## config.mk

```make
export PLATFORM = sky130hd
export DESIGN_NAME = device_startup_control_regs
export DESIGN_NICKNAME = d
export VERILOG_FILES = /design/src/hw/device_startup_control_regs.v
export VERILOG_INCLUDE_DIRS = /design/src /design/src/hw
export SDC_FILE = /design/constraint.sdc
export NUM_CORES = 1
export LEC_CHECK = 0
export BUFFER_PORTS_ARGS = -buffer_cell sky130_fd_sc_hd__clkbuf_2
export CAP_MARGIN = 20
export CORE_MARGIN = 8
export CORE_UTILIZATION = 30
export CTS_CLUSTER_DIAMETER = 50
export DETAILED_ROUTE_END_ITERATION = 16
export PLACE_DENSITY = 0.65
export SYNTH_ARGS = -nofsm -noshare
export SYNTH_HDL_FRONTEND = slang
export SYNTH_SLANG_ARGS = --single-unit
```

## constraint.sdc

```tcl
create_clock -name ref_clk -period 2.3 [get_ports ref_clk]
set_input_delay 0.115 -clock ref_clk [delete_from_list [all_inputs] [get_ports ref_clk]]
set_output_delay 0.115 -clock ref_clk [all_outputs]
set_load 0.05 [all_outputs]
```

## src/hw/startup_ctl_regs.vh

```
// Register map, field positions and reset values of the startup control registers.
`ifndef STARTUP_CTL_REGS_VH
`define STARTUP_CTL_REGS_VH
// ------------------------------------------------------------
// Register indices
// ------------------------------------------------------------
`define ADDR_BUS_TARGET_ADDRESS 8'h0A
`define ADDR_IMAGE_REVISION 8'h0B
`define ADDR_DEVICE_CONTROL 8'h0C
// ------------------------------------------------------------
// Field positions of device_control
// ------------------------------------------------------------
`define BIT_SOFT_RESET_LOW 7
`define BIT_SOFT_SYNC_LOW 6
`define BIT_STARTUP_SYNC 4
`define BIT_SYNC_MUTE 3
`define BIT_KEEP_ALWAYS_ON 2
`define BIT_PARALLEL_CAL 1
`define BIT_AUTO_LOCK_START 0
// ------------------------------------------------------------
// Reset values and control write mask
// ------------------------------------------------------------
`define RST_DEVICE_CONTROL 8'hD9
`define RST_IMAGE_REVISION 8'h00
`define RST_BUS_TARGET_ADDR 7'h54
`define CTL_WRITABLE_MASK 8'hDF
`endif

```

## src/hw/device_startup_control_regs.v

```verilog
// Startup control registers: bus target address, image revision and device control.
`timescale 1ns/1ps
// Operation
// - Read-only 7-bit target address in bits 7:1
// - Revision reloads after reset and memory commit
// - Soft reset low returns core to power-up
// - Soft reset never re-runs configuration loading
// - Soft sync low acts as sync pin
// - Startup sync enable syncs after lock
// - Sync mute silences outputs during sync
// - Select always-on or oscillator system clock
// - Parallel mode calibrates both PLLs independently
// - Serial mode calibrates second after first
// - Auto start locks after any reset
// - Without auto start wait for host
`include "startup_ctl_regs.vh"
module device_startup_control_regs (
    // Clock, enable and reset
    input wire ref_clk,
    input wire clk_en,
    input wire rstn,
    input wire hw_reset_pin_n,
    // Register port
    input wire reg_wr,
    input wire reg_rd,
    input wire [7:0] reg_addr,
    input wire [7:0] reg_wdata,
    output reg [7:0] reg_rdata_ff,
    // Non-volatile memory values
    input wire [6:0] nvm_target_addr,
    input wire [7:0] nvm_revision,
    input wire nvm_load_done,
    input wire nvm_commit_done,
    // Sync pin and PLL status
    input wire sync_input_pin,
    input wire sync_done,
    input wire pll1_locked,
    input wire pll1_powered_down,
    input wire pll2_locked,
    input wire pll2_powered_down,
    // Core controls
    output wire core_reset,
    output reg sync_active_ff,
    output wire outputs_mute,
    output reg outputs_enable_ff,
    output wire sysclk_select_osc,
    output wire pll1_cal_start,
    output wire pll2_cal_start,
    output reg lock_seq_active_ff
);
    // ------------------------------------------------------------
    // Register storage
    // ------------------------------------------------------------
    reg [7:0] ctl_ff;
    reg [6:0] target_addr_ff;
    reg [7:0] revision_ff;
    reg nvm_loaded_ff;
    reg pin_reset_n_ff;
    reg sync_req_prev_ff;
    reg auto_sync_done_ff;
    reg pll1_cal_ff;
    reg pll2_cal_ff;

    // Decoded conditions
    wire soft_rst;
    wire sync_req;
    wire locked;
    wire ctl_wr;
    wire [7:0] nxt_ctl;
    wire auto_sync_go;

    // Index match used by the device control write decode only.
    function reg_hit;
        input [7:0] addr;
        input [7:0] idx;
        begin
            reg_hit = (addr == idx);
        end
    endfunction

    assign ctl_wr = reg_wr && reg_hit(reg_addr, `ADDR_DEVICE_CONTROL);
    assign nxt_ctl = (reg_wdata & `CTL_WRITABLE_MASK);

    // ------------------------------------------------------------
    // Bus register update
    // ------------------------------------------------------------
    // Bus registers and configuration loader sit outside the core reset, so a soft reset
    // leaves them untouched and the stored image is not transferred again.
    // A commit only refreshes the revision; the target address stays as first loaded.
    always @(posedge ref_clk) begin
        if (!rstn) begin
            ctl_ff <= `RST_DEVICE_CONTROL;
            target_addr_ff <= `RST_BUS_TARGET_ADDR;
            revision_ff <= `RST_IMAGE_REVISION;
            nvm_loaded_ff <= 1'b0;
        end else if (clk_en) begin
            if (ctl_wr) begin
                ctl_ff <= nxt_ctl;
            end
            if (nvm_load_done && !nvm_loaded_ff) begin
                target_addr_ff <= nvm_target_addr;
                revision_ff <= nvm_revision;
                nvm_loaded_ff <= 1'b1;
            end else if (nvm_commit_done) begin
                revision_ff <= nvm_revision;
            end
        end
    end
    // ------------------------------------------------------------
    // Register read
    // ------------------------------------------------------------
    // Read data is registered and holds until the next read, so the host may sample late.
    // Unmapped indices read as zero rather than aliasing a real register.
    always @(posedge ref_clk) begin
        if (!rstn) begin
            reg_rdata_ff <= 8'h00;
        end else if (clk_en && reg_rd) begin
            case (reg_addr)
                `ADDR_BUS_TARGET_ADDRESS: reg_rdata_ff <= {target_addr_ff, 1'b0};
                `ADDR_IMAGE_REVISION: reg_rdata_ff <= revision_ff;
                `ADDR_DEVICE_CONTROL: reg_rdata_ff <= ctl_ff;
                default: reg_rdata_ff <= 8'h00;
            endcase
        end
    end
    // ------------------------------------------------------------
    // Core reset and clock select
    // ------------------------------------------------------------
    // The bit stays low until the host writes it back; the core is held meanwhile.
    assign soft_rst = !ctl_ff[`BIT_SOFT_RESET_LOW];
    // The loader is outside this reset, so a soft reset never repeats the image transfer.
    assign core_reset = soft_rst || !pin_reset_n_ff || !nvm_loaded_ff;
    assign locked = pll1_locked && pll2_locked;
    assign sysclk_select_osc = !ctl_ff[`BIT_KEEP_ALWAYS_ON] && locked && !core_reset;
    assign pll1_cal_start = pll1_cal_ff;
    assign pll2_cal_start = pll2_cal_ff;

    // ------------------------------------------------------------
    // Reset pin register
    // ------------------------------------------------------------
    // The pin is taken as synchronous to the clock.
    // One register keeps a pin glitch inside a single cycle of core reset.
    always @(posedge ref_clk) begin
        if (!rstn) begin
            pin_reset_n_ff <= 1'b0;
        end else if (clk_en) begin
            pin_reset_n_ff <= hw_reset_pin_n;
        end
    end

    // ------------------------------------------------------------
    // Lock sequence and calibration order
    // ------------------------------------------------------------
    // In serial mode the second loop waits for the first, trading start time for supply load.
    always @(posedge ref_clk) begin
        if (!rstn) begin
            lock_seq_active_ff <= 1'b0;
            outputs_enable_ff <= 1'b0;
            pll1_cal_ff <= 1'b0;
            pll2_cal_ff <= 1'b0;
        end else if (clk_en) begin
            if (core_reset) begin
                lock_seq_active_ff <= 1'b0;
                outputs_enable_ff <= 1'b0;
                pll1_cal_ff <= 1'b0;
                pll2_cal_ff <= 1'b0;
            end else begin
                if (ctl_ff[`BIT_AUTO_LOCK_START]) begin
                    lock_seq_active_ff <= 1'b1;
                end
                if (lock_seq_active_ff) begin
                    pll1_cal_ff <= 1'b1;
                    if (ctl_ff[`BIT_PARALLEL_CAL]) begin
                        pll2_cal_ff <= !pll2_powered_down;
                    end else if (pll1_locked || pll1_powered_down) begin
                        pll2_cal_ff <= !pll2_powered_down;
                    end else begin
                        pll2_cal_ff <= 1'b0;
                    end
                    // Outputs follow the lock state, so they drop again if a loop loses lock.
                    outputs_enable_ff <= locked;
                end
            end
        end
    end

    // ------------------------------------------------------------
    // Synchronisation events
    // ------------------------------------------------------------
    assign sync_req = !ctl_ff[`BIT_SOFT_SYNC_LOW] || sync_input_pin;
    assign outputs_mute = sync_active_ff && ctl_ff[`BIT_SYNC_MUTE];
    // The automatic sync runs once per core reset, after both loops have locked.
    assign auto_sync_go = ctl_ff[`BIT_STARTUP_SYNC] && locked && lock_seq_active_ff
                          && !auto_sync_done_ff;
    // A start request wins over sync_done in the same cycle, so no start is lost.
    always @(posedge ref_clk) begin
        if (!rstn) begin
            sync_active_ff <= 1'b0;
            sync_req_prev_ff <= 1'b0;
            auto_sync_done_ff <= 1'b0;
        end else if (clk_en) begin
            if (core_reset) begin
                sync_active_ff <= 1'b0;
                sync_req_prev_ff <= 1'b0;
                auto_sync_done_ff <= 1'b0;
            end else begin
                sync_req_prev_ff <= sync_req;
                if (sync_req && !sync_req_prev_ff) begin
                    sync_active_ff <= 1'b1;
                end else if (auto_sync_go) begin
                    sync_active_ff <= 1'b1;
                    auto_sync_done_ff <= 1'b1;
                end else if (sync_done) begin
                    sync_active_ff <= 1'b0;
                end
            end
        end
    end

endmodule // device_startup_control_regs

```

==> results.json <==
{
  "clockBufferDepth": 2,
  "drtPass1Iterations": 6,
  "synth_cell_types": 30,
  "final.fill_count": 577,
  "drive_above_1_share_pct": 30.7,
  "grt_first_pass_wirelength_mm": 6.97,
  "slew_viol_final": 0,
  "grt_overflow": 0,
  "rows": 27,
  "holdBufCountCts": 0,
  "drtIter0Drc": 116,
  "initial_core_util_pct": 30.8,
  "grt_max_degree": 21,
  "critPathMaxFanout": 6,
  "slew_headroom_pct": 61.4,
  "synth_top_area_share_pct": 46.6,
  "syn_area_sq_um": 1680,
  "finalWeightedCongestion": 0.776,
  "setup-violations-final": 0,
  "clock-sinks": 39,
  "layout_setup_ws_ns": 0.760,
  "ant_nets": 0,
  "final_area_sq_um": 2110,
  "synth_cells": 182,
  "synth_common_cells": "dfxtp_1, nand2_1, mux2i_1",
  "drc": 0,
  "p_per_area_nw_per_um2": 623,
  "antenna_found_initial": 0,
  "synth_top_cell_by_area": "dfxtp_1",
  "h-tree-depth": 2,
  "synth.avg_cell_area_sq_um": 9.21,
  "seq_area_frac_synth_pct": 46.6,
  "synth-seq-cells": 39,
  "crit_chain": "nand3_1 > nor3_1 > clkbuf_2",
  "postSynthNetCount": 227,
  "post_drt_wl_per_cell_um": 13.9,
  "synth_most_common_cell": "dfxtp_1",
  "critPathRequiredTime_ns": 2.18,
  "vias": 1411,
  "status": "finished, final reports clean",
  "synth_edf_count": 0,
  "placedCellCount": 306,
  "fin_hold_ws_ns": 0.0333,
  "end_kind": "output pin",
  "ys.flop_type": "dfxtp_1",
  "fin_crit_ns": 1.54,
  "postLayoutCoreUtil_pct": 38.9,
  "r2r_setup_slack_ns": 0.95,
  "cpPeakStageDelay_ns": 0.40,
  "die_area_sq_um": 8230,
  "num_antenna_cells": 0,
  "cts_buffers": 5,
  "dp_hpwl_mm": 3.50,
  "cts_tree": "done",
  "placed_cell_area_sq_um": 2030,
  "core_area_sq_um": 5440,
  "root_buffer": "clkbuf_8",
  "critPathKind": "flip-flop to output pin",
  "fin_skew_ns": 0.00539,
  "ioPinCount": 61,
  "rsz0062_at_grt": "no",
  "cts.clk_slew.worst_paths_ns": 0.07,
  "grt_pass1_vias": 1420,
  "syn_to_final_growth_pct": 26.2,
  "p_leak_nw": 0.938,
  "min_path_type": "input port to flip-flop",
  "cts_setup_buffers": 0,
  "worstMarginPinSlew_ns": 0.579,
  "hold_viol_final": 0,
  "nets": 286,
  "synth.area.top_cells": "dfxtp_1, mux2i_1, nand2_1, nor2b_1, a22o_1",
  "die_y_um": 90.7,
  "ctsResizeCount": 0,
  "dieWidth_um": 90.7,
  "clk_latency_ns": 0.29,
  "vias_per_cell": 4.51,
  "slowest_stage": "dfxtp_1",
  "yosys_warnings": 0,
  "timing.critical_path.from_type": "flip-flop",
  "routed_wl_mm": 4.36,
  "grtUsageTotal_pct": 10.9,
  "final_cells": 313,
  "max_freq_mhz": 649,
  "crit_arrival_ns": 1.43,
  "worst-path-buf-inv": 1,
  "setup-tns-final_ns": 0,
  "async_reset_ff_share_pct": 0,
  "cp_top_family": "simple AND/OR/NAND/NOR gates",
  "pre_cts_slack_ns": 0.718,
  "timing.final.crit_share_pct": 67.0,
  "ir_drop_mv": 0.324,
  "fin_total_pwr_mw": 1.32,
  "io_buffers": 59,
  "maxCapViolations": 0
}
## worst register-to-register path: stages (launching register included)
cell	delay (ns)
dfxtp_1	0.40
nor2b_1	0.08
o21ai_2	0.47
mux2i_1	0.25
nor2b_1	0.06
## state kept, by name, indices dropped and copies added (netlist names)
signal,count
outputs_enable_ff,1
sync_req_prev_ff,1
ctl_ff,7
auto_sync_done_ff,1
pin_reset_n_ff,1
lock_seq_active_ff,1
sync_active_ff,1
target_addr_ff,7
revision_ff,8
pll2_cal_start,1
pll1_cal_start,1
nvm_loaded_ff,1
reg_rdata_ff,8
## per-layer routing
layer | vias to the layer above | routed length (um) | part of all wire [%] | GRT usage (%)
li1 | 747 | - | - | -
met1 | 614 | 2030 | 47 | 13.0
met2 | 40 | 1990 | 46 | 16.5
met3 | 10 | 230 | 5.3 | 3.82
met4 | 0 | 107 | 2.5 | 5.96
met5 | - | 0 | 0 | 0
## cells in the final DEF (no fill, tap or decap), types with 7 or more instances in the layout
cell      synthesis  final
clkbuf_2          0     59
dfxtp_1          39     39
nand2_1          36     36
mux2i_1          21     21
nor2b_1          16     16
o21ai_0           9      9
nor2_1            7      7
a22o_1            7      7
## layout make-up
| cell class | instances | area, sq um | area share, % |
|---|---|---|---|
| clock inverters | 1 | 5.00 | 0.237 |
| multi-input cells | 135 | 853 | 40.4 |
| well taps | 72 | 90.1 | 4.26 |
| flip-flops and latches | 39 | 781 | 36.9 |
| repair buffers | 60 | 303 | 14.3 |
| clock buffers | 6 | 82.6 | 3.91 |
## power breakdown
part	switching [mW]	leakage, nW	total (mW)	internal (mW)
registers	0.0122	0.318	0.708	0.696
clock network	0.221	0.0470	0.456	0.235
logic	0.0841	0.573	0.154	0.0702
total	0.317	0.938	1.32	1.00
## cells by family after synthesis
group	Yosys count	share of synthesized area, %
AO/OA/AOI/OAI	32	12.8
buffers and inverters	8	2.46
flip-flops	39	46.6
multiplexers	21	12.5
AND/OR/NAND/NOR	82	25.5
## worst paths after layout
check,startpoint,cells after the start,endpoint
max reg2reg,nvm_loaded_ff,4,revision_ff[1]
max,nvm_loaded_ff,3,sysclk_select_osc
min,nvm_target_addr[4],3,target_addr_ff[4]
min reg2reg,target_addr_ff[0],2,target_addr_ff[0]
No activity file was read; power rests on OpenSTA's default activity.
